**config.mk**
```make
export PLATFORM = sky130hd
export DESIGN_NAME = pctr_top
export DESIGN_NICKNAME = d
export VERILOG_FILES = /design/src/rtl/pctr_pkg.sv /design/src/rtl/pctr_wr_if.sv /design/src/rtl/pctr_buf.sv /design/src/rtl/pctr_top.sv
export VERILOG_INCLUDE_DIRS = /design/src /design/src/rtl
export SDC_FILE = /design/constraint.sdc
export NUM_CORES = 1
export LEC_CHECK = 0
export ABC_CLOCK_PERIOD_IN_PS = 4750
export BUFFER_PORTS_ARGS = -buffer_cell sky130_fd_sc_hd__buf_2
export CAP_MARGIN = 20
export CORE_MARGIN = 2
export CORE_UTILIZATION = 45
export DETAILED_ROUTE_END_ITERATION = 7
export PLACE_DENSITY_LB_ADDON = 0.1
export RECOVER_POWER = 100
export SYNTH_ARGS = -nofsm -noshare
export SYNTH_HDL_FRONTEND = slang
export SYNTH_HIERARCHICAL = 1
export SYNTH_SLANG_ARGS = --single-unit
export TNS_END_PERCENT = 20
```
**constraint.sdc**
```tcl
create_clock -name core_clk -period 4.75 [get_ports core_clk]
set_input_delay 0.7125 -clock core_clk [delete_from_list [all_inputs] [get_ports core_clk]]
set_output_delay 0.7125 -clock core_clk [all_outputs]
set_load 0.1 [all_outputs]
```
**src/rtl/pctr_map.svh**
```systemverilog
// Purpose: Constants for the PCI target responder: command codes, window layout,
//          configuration offsets, reset values, data enables and burst figures.
// Assumes: Included by its bare name from every file that needs it.
// Notes:   Definitions only.
`ifndef PCTR_MAP_SVH
`define PCTR_MAP_SVH

// Configuration space: latency-need register and the dword that holds it.
`define PCTR_LAT_NEED_OFS   8'h3F
`define PCTR_LAT_NEED_RST   8'h00
`define PCTR_LAT_NEED_DW    6'h0F
`define PCTR_LAT_NEED_LANE  24

// Command codes carried on the command/byte-enable lines in the address phase.
`define PCTR_CMD_CFG_RD     4'hA
`define PCTR_CMD_CFG_WR     4'hB
`define PCTR_CMD_IO_RD      4'h2
`define PCTR_CMD_IO_WR      4'h3
`define PCTR_CMD_MEM_RD     4'h6
`define PCTR_CMD_MEM_WR     4'h7

// Target window: 1M bytes, split in two halves of 512K bytes by address bit 19.
`define PCTR_WIN_BITS       20
`define PCTR_WIN_HALF_BIT   19
`define PCTR_BASE_BITS      12

// Data output enables and burst figures.
`define PCTR_ADEN_ON        4'hF
`define PCTR_ADEN_OFF       4'h0
`define PCTR_BURST_LAST     2'h3
`define PCTR_DW_STEP        20'h00004

`endif

```
**src/rtl/pctr_pkg.sv**
```systemverilog
// Purpose: Types shared by the PCI target responder.
// Assumes: Constants live in pctr_map.svh.
// Notes:   Nothing here is imported; users write pctr_pkg::name.
package pctr_pkg;

   // Target sequence states.
   typedef enum logic [2:0] {
      ST_IDLE,
      ST_DECODE,
      ST_CLAIM,
      ST_WAIT,
      ST_DATA,
      ST_TOFF,
      ST_BUSY
   } pctr_state_type;

endpackage : pctr_pkg

```
**src/rtl/pctr_wr_if.sv**
```systemverilog
// Purpose: Carrier for write words between the target sequencer and its buffer.
// Assumes: One clock domain.
// Notes:   A word moves on a cycle where valid and ready are both high.
`timescale 1ns/1ps
interface pctr_wr_if;
   logic        valid;
   logic        ready;
   logic [19:0] addr;
   logic [31:0] data;
   logic [3:0]  be;

   modport src (output valid, output addr, output data, output be, input ready);
   modport snk (input valid, input addr, input data, input be, output ready);
endinterface : pctr_wr_if

```
**src/rtl/pctr_buf.sv**
```systemverilog
// Purpose: Two-entry buffer between the bus write phases and the local write port.
// Assumes: Synchronous active-low reset; one clock.
// Notes:   Ready on the bus side is honest, so a stalled local side holds off
//          target-ready rather than losing a word.
`timescale 1ns/1ps
module pctr_buf (
   input  wire logic        core_clk,
   input  wire logic        nrst,
   pctr_wr_if.snk           in_side,
   output      logic        out_valid,
   input  wire logic        out_ready,
   output      logic [19:0] out_addr,
   output      logic [31:0] out_data,
   output      logic [3:0]  out_be
);
   logic [55:0] mem_r [2];
   logic        wptr_r;
   logic        rptr_r;
   logic [1:0]  count_r;
   wire         push_w = in_side.valid && in_side.ready;
   wire         pop_w  = out_valid && out_ready;

   // Full and empty come straight from the occupancy count.
   assign in_side.ready = (count_r != 2'h2);
   assign out_valid     = (count_r != 2'h0);
   assign {out_addr, out_data, out_be} = mem_r[rptr_r];

   // Entries are written in place; only pointers and count are reset.
   always_ff @(posedge core_clk) begin
      if (push_w) begin
         mem_r[wptr_r] <= {in_side.addr, in_side.data, in_side.be};
      end
   end

   // Pointer and count update; a push and a pop together leave the count alone.
   always_ff @(posedge core_clk) begin
      if (!nrst) begin
         wptr_r  <= 1'b0;
         rptr_r  <= 1'b0;
         count_r <= 2'h0;
      end else begin
         wptr_r  <= wptr_r ^ push_w;
         rptr_r  <= rptr_r ^ pop_w;
         count_r <= count_r + {1'b0, push_w} - {1'b0, pop_w};
      end
   end
endmodule : pctr_buf

```
**src/rtl/pctr_top.sv**
```systemverilog
// Purpose: Target-side responder of a 32-bit PCI interface: claims configuration
//          and window accesses as a slow-decode target and sequences its enables.
// Assumes: All bus inputs are synchronous to core_clk; nrst is the bus reset.
// Notes:   Active-low bus signals keep the n in their names; enables are high
//          while this block drives the pins.
`timescale 1ns/1ps
`include "pctr_map.svh"
module pctr_top (
   input  wire logic        core_clk,
   input  wire logic        nrst,
   input  wire logic        framen_in,
   input  wire logic        irdyn_in,
   input  wire logic        idsel_in,
   input  wire logic [31:0] ad_in,
   input  wire logic [3:0]  cbe_in,
   input  wire logic [11:0] win_base,
   output      logic [31:0] ad_out,
   output      logic [3:0]  aden,
   output      logic        devseln_out,
   output      logic        trdyn_out,
   output      logic        stopn_out,
   output      logic        target_ctrl_out_enable,
   output      logic [7:0]  bus_latency_need,
   output      logic [7:0]  cfg_addr,
   input  wire logic [31:0] cfg_rd_data,
   output      logic        rd_req,
   output      logic        rd_local,
   output      logic [19:0] rd_addr,
   input  wire logic [31:0] dma_rd_data,
   input  wire logic        loc_rd_valid,
   input  wire logic [31:0] loc_rd_data,
   output      logic        wr_valid,
   input  wire logic        wr_ready,
   output      logic [19:0] wr_addr,
   output      logic [31:0] wr_data,
   output      logic [3:0]  wr_be
);
   pctr_pkg::pctr_state_type state_r, state_nxt;
   logic [19:0] addr_r;
   logic [3:0]  cmd_r;
   logic        hit_r, cfg_r, rd_r, loc_r, data_ok_r;
   logic [31:0] rdat_r;
   logic [1:0]  phase_r;

   pctr_wr_if wr_if ();

   // Command class decode, shared by the capture and by the checks below.
   function automatic logic is_cfg_cmd(input logic [3:0] c);
      is_cfg_cmd = (c == `PCTR_CMD_CFG_RD) || (c == `PCTR_CMD_CFG_WR);
   endfunction : is_cfg_cmd

   function automatic logic is_tgt_cmd(input logic [3:0] c);
      is_tgt_cmd = (c == `PCTR_CMD_IO_RD) || (c == `PCTR_CMD_IO_WR) ||
                   (c == `PCTR_CMD_MEM_RD) || (c == `PCTR_CMD_MEM_WR);
   endfunction : is_tgt_cmd

   // Address-phase decode of the live bus.
   // select qualifies config.
   wire cfg_hit_w = is_cfg_cmd(cbe_in) && idsel_in && (ad_in[1:0] == 2'h0);
   wire tgt_hit_w = is_tgt_cmd(cbe_in) &&
                    (ad_in[31:`PCTR_WIN_BITS] == win_base);
   wire addr_ph_w = (state_r == pctr_pkg::ST_IDLE) && !framen_in;

   // Phase qualifiers.
   wire in_claim_w = (state_r == pctr_pkg::ST_CLAIM) || (state_r == pctr_pkg::ST_WAIT) ||
                     (state_r == pctr_pkg::ST_DATA);
   wire in_data_w  = (state_r == pctr_pkg::ST_DATA);
   wire trdy_w     = in_data_w && (rd_r ? data_ok_r : (cfg_r || wr_if.ready));
   wire done_w     = trdy_w && !irdyn_in;
   wire stop_w     = trdy_w && (cfg_r || rd_r || (phase_r == `PCTR_BURST_LAST));
   wire last_w     = done_w && (stop_w || framen_in);

   // Bus-side outputs; control values are high whenever the control enable is low.
   // enables rise after turnaround.
   assign aden                   = (in_claim_w && rd_r) ? `PCTR_ADEN_ON : `PCTR_ADEN_OFF;
   assign target_ctrl_out_enable = in_claim_w || (state_r == pctr_pkg::ST_TOFF);
   assign devseln_out            = !in_claim_w;
   assign trdyn_out              = !trdy_w;
   assign stopn_out              = !stop_w;
   assign ad_out                 = rdat_r;
   assign bus_latency_need       = `PCTR_LAT_NEED_RST;
   assign cfg_addr               = {addr_r[7:2], 2'b00};

   // Local read request, shared by both halves of the window; only the local half waits for loc_rd_valid.
   // shared read request.
   assign rd_req   = (state_r == pctr_pkg::ST_CLAIM) && rd_r && !cfg_r;
   assign rd_local = loc_r;
   assign rd_addr  = addr_r;

   // Write words enter the buffer on each completed window write phase; config writes do not.
   assign wr_if.valid = done_w && !rd_r && !cfg_r;
   assign wr_if.addr  = addr_r;
   assign wr_if.data  = ad_in;
   assign wr_if.be    = cbe_in;

   // Sequencer next state.
   always_comb begin
      state_nxt = state_r;
      case (state_r)
         pctr_pkg::ST_IDLE: begin
            if (!framen_in) begin
               state_nxt = pctr_pkg::ST_DECODE;
            end
         end
         pctr_pkg::ST_DECODE: begin
            state_nxt = hit_r ? pctr_pkg::ST_CLAIM : pctr_pkg::ST_BUSY;
         end
         pctr_pkg::ST_CLAIM: begin
            state_nxt = pctr_pkg::ST_WAIT;
         end
         pctr_pkg::ST_WAIT: begin
            state_nxt = pctr_pkg::ST_DATA;
         end
         pctr_pkg::ST_DATA: begin
            if (last_w) begin
               state_nxt = pctr_pkg::ST_TOFF;
            end
         end
         pctr_pkg::ST_TOFF: begin
            state_nxt = pctr_pkg::ST_IDLE;
         end
         pctr_pkg::ST_BUSY: begin
            if (framen_in && irdyn_in) begin
               state_nxt = pctr_pkg::ST_IDLE;
            end
         end
         default: begin
            state_nxt = pctr_pkg::ST_IDLE;
         end
      endcase
   end

   // Config read word: the latency-need byte overrides its lane.
   wire [31:0] cfg_word_w = (addr_r[7:2] == `PCTR_LAT_NEED_DW) ?
                            {bus_latency_need, cfg_rd_data[23:0]} : cfg_rd_data;

   // State and address-phase capture.
   // capture on first frame edge.
   always_ff @(posedge core_clk) begin
      if (!nrst) begin
         state_r <= pctr_pkg::ST_IDLE;
         addr_r  <= 20'h00000;
         cmd_r   <= 4'h0;
         hit_r   <= 1'b0;
         cfg_r   <= 1'b0;
         rd_r    <= 1'b0;
         loc_r   <= 1'b0;
      end else begin
         state_r <= state_nxt;
         if (addr_ph_w) begin
            addr_r <= ad_in[`PCTR_WIN_BITS-1:0];
            cmd_r  <= cbe_in;
            hit_r  <= cfg_hit_w || tgt_hit_w;
            cfg_r  <= cfg_hit_w;
            rd_r   <= !cbe_in[0];
            loc_r  <= ad_in[`PCTR_WIN_HALF_BIT];
         end else if (done_w) begin
            addr_r <= addr_r + `PCTR_DW_STEP;
         end
      end
   end

   // Read data capture; local reads wait for the local side to answer.
   // local data may arrive late.
   always_ff @(posedge core_clk) begin
      if (!nrst) begin
         data_ok_r <= 1'b0;
         rdat_r    <= 32'h00000000;
         phase_r   <= 2'h0;
      end else begin
         if (state_r == pctr_pkg::ST_IDLE) begin
            data_ok_r <= 1'b0;
            phase_r   <= 2'h0;
         end else if (done_w) begin
            phase_r <= phase_r + 2'h1;
         end
         if (state_r == pctr_pkg::ST_CLAIM && rd_r && (cfg_r || !loc_r)) begin
            data_ok_r <= 1'b1;
            rdat_r    <= cfg_r ? cfg_word_w : dma_rd_data;
         end else if (loc_rd_valid && rd_r && loc_r && !cfg_r && in_claim_w) begin
            data_ok_r <= 1'b1;
            rdat_r    <= loc_rd_data;
         end
      end
   end

   // The buffer keeps a stalled local side from dropping a bus word.
   pctr_buf pctr_buf_inst (
      .core_clk  (core_clk),
      .nrst      (nrst),
      .in_side   (wr_if.snk),
      .out_valid (wr_valid),
      .out_ready (wr_ready),
      .out_addr  (wr_addr),
      .out_data  (wr_data),
      .out_be    (wr_be)
   );
endmodule : pctr_top

```
======== Word-level counts from Yosys, hierarchy flattened ========
Memories as Yosys holds them, arrays and structs flattened. A register that Yosys moved wholly into a read port is not among the register bits.
Index checks and enable logic that the tools add are counted.
operators by class
  order comparisons ....................... 0
  reductions and logical operators ........ 51
  bitwise gates (word level) .............. 3
  divide/modulo/power cells ............... 0
  equal/unequal tests ..................... 19
  add/sub/neg operators ................... 4
  multipliers ............................. 0
  shift-type cells ........................ 0
  mux-type cells .......................... 19
operator list
  operator               number
  $mux 32                4
  $mux 20                2
  $logic_and 1x1->1      21
  $add 20x3->20 const B  1
  $pmux 3 s6             1
  $logic_or 1x1->1       13
  $eq 12x12->1           1
  $mux 3                 4
  $eq 3x3->1 const B     3
  $logic_not 1->1        9
  $eq 4x2->1 const B     2
  $eq 4x3->1 const B     2
  $eq 4x4->1 const B     2
  $mux 1                 7
  $eq 3x2->1 const B     2
  $eq 6x4->1 const B     1
  $ne 2x2->1 const B     3
  $reduce_bool 2->1      3
  $mux 4                 1
  $eq 3x1->1 const B     1
  $logic_not 3->1        1
  $reduce_and 3->1       1
  $reduce_bool 3->1      1
  $add 2x1->2            1
  8 further kinds        9
word-level totals
  register bits ........................... 66
  bits in writable memories ............... 112
  bits in read-only memories .............. 0
  latch bits .............................. 0
  logic and storage cells ................. 109
  memories kept ........................... 1
  output and inout port bits .............. 135
  bits of input ports ..................... 151
memory list
  memory               words  width  read ports  clocked after memory_dff  write ports  RTL line        source
  pctr_buf_inst.mem_r  2      56     1           1                         1            pctr_buf.sv:16  logic [55:0] mem_r [2];

======== Logic depth before layout (Yosys ltp) ========
Gate-level depths: netlist of the first run.
  depth after elaboration ................. 10
  depth in mapped cells ................... 10

======== Modules after synthesis ========
The synthesis of the first run kept the hierarchy.
modules (own cells, without submodules)
  module    sequential area each (um^2)  cells each  times used  area each (um^2)
  pctr_buf  3463.3                       203         1           4319.1
  pctr_top  1241.2                       504         1           4105.2

======== Worst setup path before layout of the first run ========
No wires, ideal clock.
  path kind ............................... register -> output
  from .................................... register state_r[1]
  to ...................................... output port aden[1]
  cell stages (with the launch flop) ...... 6
  arrival ................................. 3.429 ns
  path slack .............................. 0.609 ns
  data required time ...................... 4.038 ns
  path buffers ............................ 2
  path through ............................ dfxtp_1 > buf_2 > nor2b_1 > nor2_1 > nor2_1 > buf_4
between the ends
  longest elaborated chain between the ends .. 5
  elaborated cells on any way between the ends .. 7
  those cells by class .................... eq/ne: 3; mux: 1; reduce/logical: 3
RTL lines
  element                 RTL line         source
  start, declared         pctr_top.sv:38   pctr_pkg::pctr_state_type state_r, state_nxt;
  start signal, assigned  pctr_top.sv:141  state_r <= pctr_pkg::ST_IDLE;
  start signal, assigned  pctr_top.sv:149  state_r <= state_nxt;
  $eq 3x2->1              pctr_top.sv:65   wire in_claim_w = (state_r == pctr_pkg::ST_CLAIM) || (state_r == pctr_pkg::ST_WAIT) ||
  $logic_or 1x1->1        pctr_top.sv:65
  $logic_or 1x1->1 *      pctr_top.sv:65
  $logic_and 1x1->1 *     pctr_top.sv:75   assign aden = (in_claim_w && rd_r) ? `PCTR_ADEN_ON : `PCTR_ADEN_OFF;
  $mux 4 (no line) *      n/a
  end, declared           pctr_top.sv:18   output logic [3:0] aden,
Every way passes the cells marked *; elsewhere a longest branch is shown, timed or not.

==> key figures, run 1 <==
Die
  – Row cnt: 50
  – Initial Utilization: 45.49%
  – Ports: 286
  – Core area: 18,520 sq um
  – DIE WIDTH: 140.8 microns
  – Die ar.: 19,830 sq um
  – Chip height: 140.8 microns

STA
  – RSZ-0062 raised after global routing: no
  – Hold WS: 0.4641 ns
  – Worst Skew: 0.01520 ns
  – Rel. slew slack: -38.64%
  – Final hold vios: 0
  – Fmax: 0.2496 GHz
  – Slew Viols, Final: 114
  – Worst Max-Slew Pin Slew: 2.080 ns
  – Setup TNS: 0 ns
  – Setup violators final: 0
  – Fin crit share: 84.35%
  – Minimum clock period: 4.006 ns

Run status
  – Violated checks: capacitance limit, slew limit
  – Outcome: complete, but fails checks

Synth
  – EDFF count, synth: 112
  – Mapped Area: 8424 sq um
  – Synthesis-stage register bit count: 179
  – Synth unique cells: 64
  – Area share of the largest cell type after synthesis: 39.92%
  – Yosys warns: 6
  – Cells after synthesis: 707
  – Cell accounting for the most synthesized area: edfxtp_1
  – Predominant post-synthesis flop cell: edfxtp_1
  – Synthesized area per cell: 11.92 sq um
  – Share of the yosys chip area belonging to registers: 55.84%
  – Fraction of registers with async set/reset: 0%
  – Synth area leaders: edfxtp_1, dfxtp_1, mux2_2, a31oi_1, a211o_1

Route
  – Wire per inst: 18.23 microns
  – DRC violations left: 0
  – Detailed Routing Iterations Pass 1: 6
  – Total number of vias: 6,587
  – DR iter-0 viols: 324
  – Final wirelength: 21,740 microns
  – Detail Route Antenna Nets: 0
  – Post-DR vias/cell: 5.521

CTS
  – Total CTS buffers: 17
  – Skew-Pair Late Insertion Delay: 0.43 ns
  – H-tree depth: 4
  – Clock sinks: 179
  – Clock transition at path regs: 0.07 ns
  – CTS Buffer Depth: 2
  – Post-CTS sizing: 0
  – Post-CTS Setup Bufs: 0
  – Cts-stage hold buffer count: 0
  – Clock root cell: clkbuf_16
  – CTS tree: done

Worst hold path
  – Hold crit path type: reg2reg
  – Hold Crit Start: ad_out[0]$_SDFFE_PN0P_

Finish
  – Layout overhead on the synthesized area: 21.39%
  – Multi-input gate area: 3311 sq um
  – Most frequent cells in the layout: clkbuf_1, buf_2, edfxtp_1
  – FILL cells: 1,683
  – Most common cell after layout, fill and taps aside: clkbuf_1
  – Layout cell share with drive strength beyond 1: 27.87%
  – Final core utilization: 55.22%
  – Fin nets: 1,100
  – Register area: 4705 sq um
  – Non-Filler Instances: 1,193

Power
  – Sw frac: 37.47%
  – Sequential power share: 41.4%
  – VDD IR-drop max: 0.2465 mV
  – Lkg Pwr: 0.003474 uW
  – Share of total power in the clock network: 31.9%
  – Switch Pwr: 1653 uW
  – Power density over the cells: 431.4 nW/um^2
  – Internal power: 2759 uW
  – Final Power: 4412 uW
  – Combinational Power Share: 26.7%

Critical path
  – CP arrival: 3.29 ns
  – CP Launch Type: register
  – FF-to-FF Start: state_r[2]$_SDFFE_PN0P_
  – Critical path class: reg2out
  – CP max FO: 43
  – CP Capture Type: output port
  – WP data required: 4.04 ns

GRT
  – Tot GR Track Use: 21.56%
  – Vias in the first global route: 6,135
  – First-pass GRT wire length: 33,510 microns
  – Congestion Overflow GR: 0
  – Largest net degree at the start of global routing: 66
  – Initial antenna violation count: 1

Placement
  – Placed Cells: 1,160
  – GPL Wtd Cong: 0.7622
  – DPL Wire Length: 15,180 microns
  – Port bufs: 275

Run
  – Max_cap viols: 3
[power by group through the flow]
stage          logic, uW  registers, uW  clock network (uW)
2_1_floorplan        768           2070                   0
3_3_place_gp        1200           1860                   0
3_5_place_dp        1210           1860                   0
4_1_cts             1210           1830                1440
5_1_grt             1230           1840                1500
6_report            1180           1830                1410
[worst max-delay path, cell delays in order, from the launching register on]
cell and delay, ns:
dfxtp_1 1.58, mux2_2 0.39, clkbuf_1 0.88
[kinds of logic (layout without fill, tap and decap cells)]
group	count (synthesis)	after routing	synth area share, %
adders and majority gates	4	4	0.5941
other	1	11	0.04451
DFF	179	179	55.84
muxes	82	82	10.93
buffers and inverters	86	328	5.362
xor gates and xnor gates	16	16	1.663
AOI/OAI and AO/OA	163	163	13.09
and+or+nand+nor	176	176	12.48
[stage by stage]
| stage | instance area (sq um) | worst slack, ns |
|---|---|---|
| detailed placement | 9832 | 1.387 |
| CTS | 10440 | 1.115 |
| finish | 10230 | 0.7436 |
| global route | 10220 | 0.4895 |
| floorplan | 8458 | 0.6089 |
| global placement | 9832 | 1.443 |
[worst paths after layout]
path	endpoint	slack [ns]	cells past startpoint
worst max-delay path	wr_data[9]	0.74	2
worst min-delay path	ad_out[0]$_SDFFE_PN0P_	0.46	2
worst min register to register	ad_out[0]$_SDFFE_PN0P_	0.46	2
worst max register to register	pctr_buf_inst/mem_r[1][52]$_DFFE_PP_	0.97	5
[metal layers]
| metal | wire length, microns | track usage [%] | vias to the layer above | part of all wire [%] |
|---|---|---|---|---|
| met5 | 0 | 0 | - | 0 |
| met4 | 235 | 5.211 | 0 | 1.1 |
| met3 | 1389 | 5.265 | 20 | 6.4 |
| met2 | 10690 | 36.10 | 248 | 49 |
| met1 | 9431 | 28.42 | 3127 | 43 |
| li1 | - | - | 3192 | - |
[cell type report]
type                            instances  share of cell area (%)
Antenna cell                            1                 0.02447
Inverter                               10                  0.3671
Clock inverter                         10                   1.126
Timing Repair Buffer                  286                   12.38
Multi-Input combinational cell        451                   32.37
Clock buffer                           22                   4.857
Sequential cell                       179                   46.00
Tap cell                              234                   2.863
[state kept, by name, summed over array words and instances (netlist names), named ones only]
| register | cells |
|---|---|
| pctr_buf_inst/count_r | 2 |
| state_r | 3 |
| pctr_buf_inst/rptr_r | 1 |
| rd_addr | 20 |
| cfg_r | 1 |
| pctr_buf_inst/wptr_r | 1 |
| pctr_buf_inst/mem_r | 112 |
| phase_r | 2 |
| rd_local | 1 |
| hit_r | 1 |
| ad_out | 32 |
| rd_r | 1 |
| data_ok_r | 1 |
[cell usage after synthesis, types with 4 or more instances]
| cell type | instances |
|---|---|
| or3_1 | 4 |
| a211o_1 | 24 |
| a21oi_1 | 36 |
| a31oi_1 | 36 |
| nand3_1 | 28 |
| or4_1 | 7 |
| a211oi_1 | 4 |
| o31ai_1 | 5 |
| and3_1 | 4 |
| buf_1 | 6 |
| xnor2_1 | 5 |
| buf_4 | 20 |
| nand2_1 | 36 |
| mux2_2 | 80 |
| clkbuf_1 | 32 |
| dfxtp_1 | 67 |
| nor2_1 | 9 |
| and2_1 | 7 |
| edfxtp_1 | 112 |
| a221oi_1 | 9 |
| buf_6 | 5 |
| nor4_1 | 32 |
| xor2_1 | 11 |
| buf_2 | 13 |
| nor3_1 | 7 |
| ha_1 | 4 |
| nor2b_1 | 5 |
| o21ai_0 | 23 |
| nand4_1 | 11 |
| a311oi_1 | 9 |
| inv_1 | 7 |
Note: power is estimated with default switching activity, not from simulation.
==> inputs of run 2 (changes only) <==
Settings changed: ABC_CLOCK_PERIOD_IN_PS 4750 to 3230.
Clock period 4.75 ns to 3.23 ns, I/O delays scaled along.
==> key figures, run 2 (synthesis results as in run 1) <==
Run status
  – Outcome: complete, no violations

Critical path
  – CP Launch Type: register
  – Critical path class: reg2out
  – Slowest-stage cell, CP: dfxtp_1
  – Max stage delay on crit path: 0.94 ns
  – CP max FO: 38
  – Buf/Inv on CP: 2
  – WP data required: 2.75 ns
  – Worst path top cell family by delay: flip-flops
  – CP arrival: 2.43 ns
  – Worst-path cell chain: buf_12, mux2_2, clkbuf_2
  – CP Capture Type: output port

Route
  – Wire per inst: 18.12 microns
  – Detailed Routing Iterations Pass 1: 5
  – Total number of vias: 6,687
  – Detail Route Antenna Nets: 0
  – Final wirelength: 21,800 microns
  – Post-DR vias/cell: 5.559
  – DRC violations left: 0
  – DR iter-0 viols: 403

Power
  – Switch Pwr: 2460 uW
  – Combinational Power Share: 27.0%
  – Lkg Pwr: 0.003661 uW
  – Sequential power share: 40.5%
  – VDD IR-drop max: 0.4187 mV
  – Internal power: 4136 uW
  – Power density over the cells: 632.3 nW/um^2
  – Sw frac: 37.29%
  – Share of total power in the clock network: 32.5%

STA
  – Hold WS: 0.3138 ns
  – Fmax: 0.3432 GHz
  – Rel. slew slack: 6.485%
  – Slew Viols, Final: 0
  – Final hold vios: 0
  – Fin crit share: 90.21%
  – Setup violators final: 0
  – Worst Skew: 0.01203 ns
  – RSZ-0062 raised after global routing: no
  – Worst Max-Slew Pin Slew: 1.390 ns
  – Minimum clock period: 2.914 ns

CTS
  – Cts-stage hold buffer count: 0
  – Clock transition at path regs: 0.07 ns
  – H-tree depth: 4
  – Total CTS buffers: 17
  – Post-CTS sizing: 0
  – CTS tree: done
  – Clock sinks: 179
  – Skew-Pair Late Insertion Delay: 0.43 ns
  – Post-CTS Setup Bufs: 0
  – Clock root cell: clkbuf_16
  – CTS Buffer Depth: 2

Finish
  – FILL cells: 1,687
  – Max FFs per register: 112
  – Multi-input gate area: 3271 sq um
  – Layout overhead on the synthesized area: 23.82%
  – Most common cell after layout, fill and taps aside: buf_2
  – Design area: 10,430 sq um
  – Final core utilization: 56.33%
  – Register area: 4706 sq um
  – Most frequent cells in the layout: buf_2, edfxtp_1, clkbuf_1
  – Biggest register: pctr_buf_inst/mem_r
  – Fin nets: 1,110
  – Layout cell share with drive strength beyond 1: 32.64%
  – Non-Filler Instances: 1,203

Die
  – Initial Utilization: 45.49%
  – Row cnt: 50
  – Chip height: 140.8 microns
  – DIE WIDTH: 140.8 microns
  – Die ar.: 19,830 sq um
  – Core area: 18,520 sq um
  – Ports: 286

GRT
  – Largest net degree at the start of global routing: 66
  – Congestion Overflow GR: 0
  – Vias in the first global route: 6,186
  – Tot GR Track Use: 21.71%
  – First-pass GRT wire length: 33,690 microns
  – Initial antenna violation count: 1

Placement
  – Placed Cells: 1,170
  – GPL Wtd Cong: 0.8091
  – DPL Wire Length: 15,370 microns
  – Placed Area: 10,040 sq um
  – Port bufs: 275

Run
  – Max_cap viols: 0

Worst hold path
  – Hold crit path type: in2reg
-- run 2: changes by cell type in the layout (fill, tap and decap cells not counted), sizes merged --
cell	before	now
inv	12	13
buf	138	170
bufinv	1	3
clkinv	6	8
clkbuf	170	143
-- run 2: final timing paths --
| path | from | end | slack [ns] | cells after the start |
|---|---|---|---|---|
| max | register | wr_data[10] | 0.32 | 3 |
| min reg2reg | ad_out[22]$_SDFFE_PN0P_ | ad_out[22]$_SDFFE_PN0P_ | 0.47 | 2 |
| max reg2reg | rd_r$_SDFFE_PN0P_ | ad_out[5]$_SDFFE_PN0P_ | 0.42 | 6 |
| min | cbe_in[2] | pctr_buf_inst/mem_r[0][2]$_DFFE_PP_ | 0.31 | 1 |
-- run 2: metal layers --
metal / track usage, % / part of all wire, % / up-vias
li1: - / - / 3216
met1: 29.15 / 43 / 3179
met2: 35.40 / 49 / 274
met3: 4.925 / 6.6 / 18
met4: 6.474 / 1.2 / 0
met5: 0 / 0 / -
-- run 2: final cells by class --
cell class,count,area share [%]
multi-input cells,451,31.35
well taps,234,2.807
clock inverters,15,1.895
diodes,1,0.02399
repair buffers,296,14.37
inverters,10,0.3598
clock buffers,17,4.078
flip-flops and latches,179,45.11
-- run 2: metrics by stage --
step	worst slack (ns)	power (uW)	TNS (ns)
after floorplan	-0.1319	4179	-7.389
after global placement	0.7239	4550	0
after detailed placement	0.6808	4554	0
after CTS	0.4026	6704	0
after global routing	0.1640	6838	0
final	0.3161	6596	0
-- run 2: power by group through the flow --
| stage | sequential [uW] | combinational, uW | clock, uW |
|---|---|---|---|
| global route | 2690 | 1860 | 2280 |
| floorplan | 3050 | 1130 | 0 |
| global placement | 2720 | 1830 | 0 |
| CTS | 2680 | 1830 | 2190 |
| finish | 2670 | 1780 | 2140 |
| detailed placement | 2730 | 1830 | 0 |
==> inputs of run 3 (changes only) <==
Settings changed: CORE_UTILIZATION 45 to 46, SLEW_MARGIN from default to 10.
==> key figures, run 3 (synthesis results as in run 1) <==
Run status
  – Outcome: complete, no violations

CTS
  – CTS tree: done
  – Skew-Pair Late Insertion Delay: 0.43 ns
  – Clock sinks: 179
  – H-tree depth: 4
  – Total CTS buffers: 17
  – CTS Buffer Depth: 2
  – Cts-stage hold buffer count: 0
  – Clock root cell: clkbuf_16
  – Clock transition at path regs: 0.06 ns
  – Post-CTS Setup Bufs: 0
  – Post-CTS sizing: 0

Worst hold path
  – Hold Crit Endpoint: pctr_buf_inst/mem_r[1][11]$_DFFE_PP_
  – Hold Crit Start: ad_in[7]
  – Hold crit path type: in2reg
  – Hold Path Depth: 1

Critical path
  – CP max FO: 11
  – WP data required: 2.75 ns
  – Critical path class: reg2out
  – CP Capture Type: output port
  – Worst path top cell family by delay: simple AND/OR/NAND/NOR gates
  – CP Launch Type: register
  – CP dominant cell by count: nor2_2
  – FF-to-FF Start: state_r[0]$_SDFFE_PN0P_
  – Slowest-stage cell, CP: nor3b_2
  – Register-to-Register Path Depth: 7
  – Max stage delay on crit path: 0.61 ns
  – Critical R2R Capture: pctr_buf_inst/mem_r[0][46]$_DFFE_PP_
  – Worst reg-to-reg setup slack: 0.46 ns
  – Buf/Inv on CP: 2
  – CP arrival: 2.37 ns
  – Worst-path cell chain: clkbuf_1, nor3b_2, nor2_2, nor2_2, buf_12

Die
  – Ports: 286
  – DIE WIDTH: 139.3 microns
  – Row cnt: 49
  – Die ar.: 19,410 sq um
  – Core area: 17,960 sq um
  – Initial Utilization: 46.90%
  – Chip height: 139.3 microns

Finish
  – Final core utilization: 57.95%
  – Layout cell share with drive strength beyond 1: 33.20%
  – Fin nets: 1,109
  – Most frequent cells in the layout: buf_2, edfxtp_1, clkbuf_1
  – FILL cells: 1,599
  – Layout overhead on the synthesized area: 23.57%
  – Register area: 4706 sq um
  – Multi-input gate area: 3304 sq um
  – Most common cell after layout, fill and taps aside: buf_2
  – Max FFs per register: 112
  – Biggest register: pctr_buf_inst/mem_r
  – Non-Filler Instances: 1,200

GRT
  – Vias in the first global route: 6,256
  – Initial antenna violation count: 4
  – Congestion Overflow GR: 0
  – Tot GR Track Use: 22.25%
  – Largest net degree at the start of global routing: 66
  – First-pass GRT wire length: 33,960 microns

Run
  – Max_cap viols: 0

Power
  – Power density over the cells: 620.8 nW/um^2
  – Lkg Pwr: 0.003649 uW
  – VDD IR-drop max: 0.3634 mV

Route
  – Total number of vias: 6,707
  – DR iter-0 viols: 481
  – Final wirelength: 21,750 microns
  – Detail Route Antenna Nets: 0
  – Detailed Routing Iterations Pass 1: 5
  – DRC violations left: 0
  – Wire per inst: 18.13 microns
  – Post-DR vias/cell: 5.589

STA
  – Worst Skew: 0.01110 ns
  – Fmax: 0.3500 GHz
  – Slew Viols, Final: 0
  – Minimum clock period: 2.857 ns
  – Rel. slew slack: 18.70%
  – Fin crit share: 88.45%
  – Setup violators final: 0
  – Final hold vios: 0
  – Worst Max-Slew Pin Slew: 1.225 ns
  – RSZ-0062 raised after global routing: no

Placement
  – DPL Wire Length: 15,200 microns
  – Placed Cells: 1,164
  – GPL Wtd Cong: 0.7988
  – Port bufs: 275
run 3: cell types whose count changed in the layout (fill, tap and decap cells not counted), moves of 2 or more:
| cell | delta |
|---|---|
| buf_2 | -36 |
| bufinv_16 | -2 |
| clkbuf_1 | -2 |
| clkbuf_2 | +37 |
| diode_2 | +3 |
| nor4_1 | -2 |
run 3: worst max path at each step:
| stage | startpoint | endpoint | slack [ns] | depth (start not counted) |
|---|---|---|---|---|
| after floorplan | state_r[2]$_SDFFE_PN0P_ | pctr_buf_inst/mem_r[1][0]$_DFFE_PP_ | -0.13 | 5 |
| after global routing | state_r[0]$_SDFFE_PN0P_ | aden[0] | 0.23 | 5 |
| final | state_r[0]$_SDFFE_PN0P_ | aden[1] | 0.37 | 5 |
| after detailed placement | state_r[0]$_SDFFE_PN0P_ | pctr_buf_inst/mem_r[0][46]$_DFFE_PP_ | 0.71 | 7 |
| after global placement | state_r[0]$_SDFFE_PN0P_ | pctr_buf_inst/mem_r[0][46]$_DFFE_PP_ | 0.74 | 7 |
| after CTS | pctr_buf_inst/count_r[0]$_SDFF_PN0_ | stopn_out | 0.49 | 5 |
run 3: per-stage QoR:
step	total power [uW]	setup slack [ns]	area [sq um]	TNS, ns	hold WS, ns
2_1_floorplan	4179	-0.1319	8471	-7.389	0.4555
3_3_place_gp	4545	0.7406	10010	0	0.4464
3_5_place_dp	4563	0.7063	10040	0	0.4532
4_1_cts	6573	0.4931	10610	0	0.2440
5_1_grt	6700	0.2288	10410	0	0.2812
6_report	6463	0.3731	10410	0	0.2913
run 3: report_power, final:
part / switching (uW) / internal, uW
Combinational: 1450 / 351
Clock: 920 / 1090
Sequential: 111 / 2540
Total: 2480 / 3980
run 3: routing by layer:
| layer | share of wire [%] | vias to the layer above | routed length [microns] | track usage [%] |
|---|---|---|---|---|
| met5 | 0 | - | 0 | 0 |
| met4 | 1.8 | 0 | 384 | 7.018 |
| met3 | 7.5 | 16 | 1636 | 6.160 |
| met2 | 47 | 275 | 10240 | 34.88 |
| met1 | 44 | 3193 | 9487 | 30.19 |
| li1 | - | 3223 | - | - |
run 3: layout make-up:
class                   instances  area share [%]
diodes                          4         0.09615
clock buffers                  18           4.123
clock inverters                14           1.430
inverters                      10          0.3606
multi-input cells             451           31.74
flip-flops and latches        179           45.20
well taps                     229           2.752
repair buffers                295           14.29
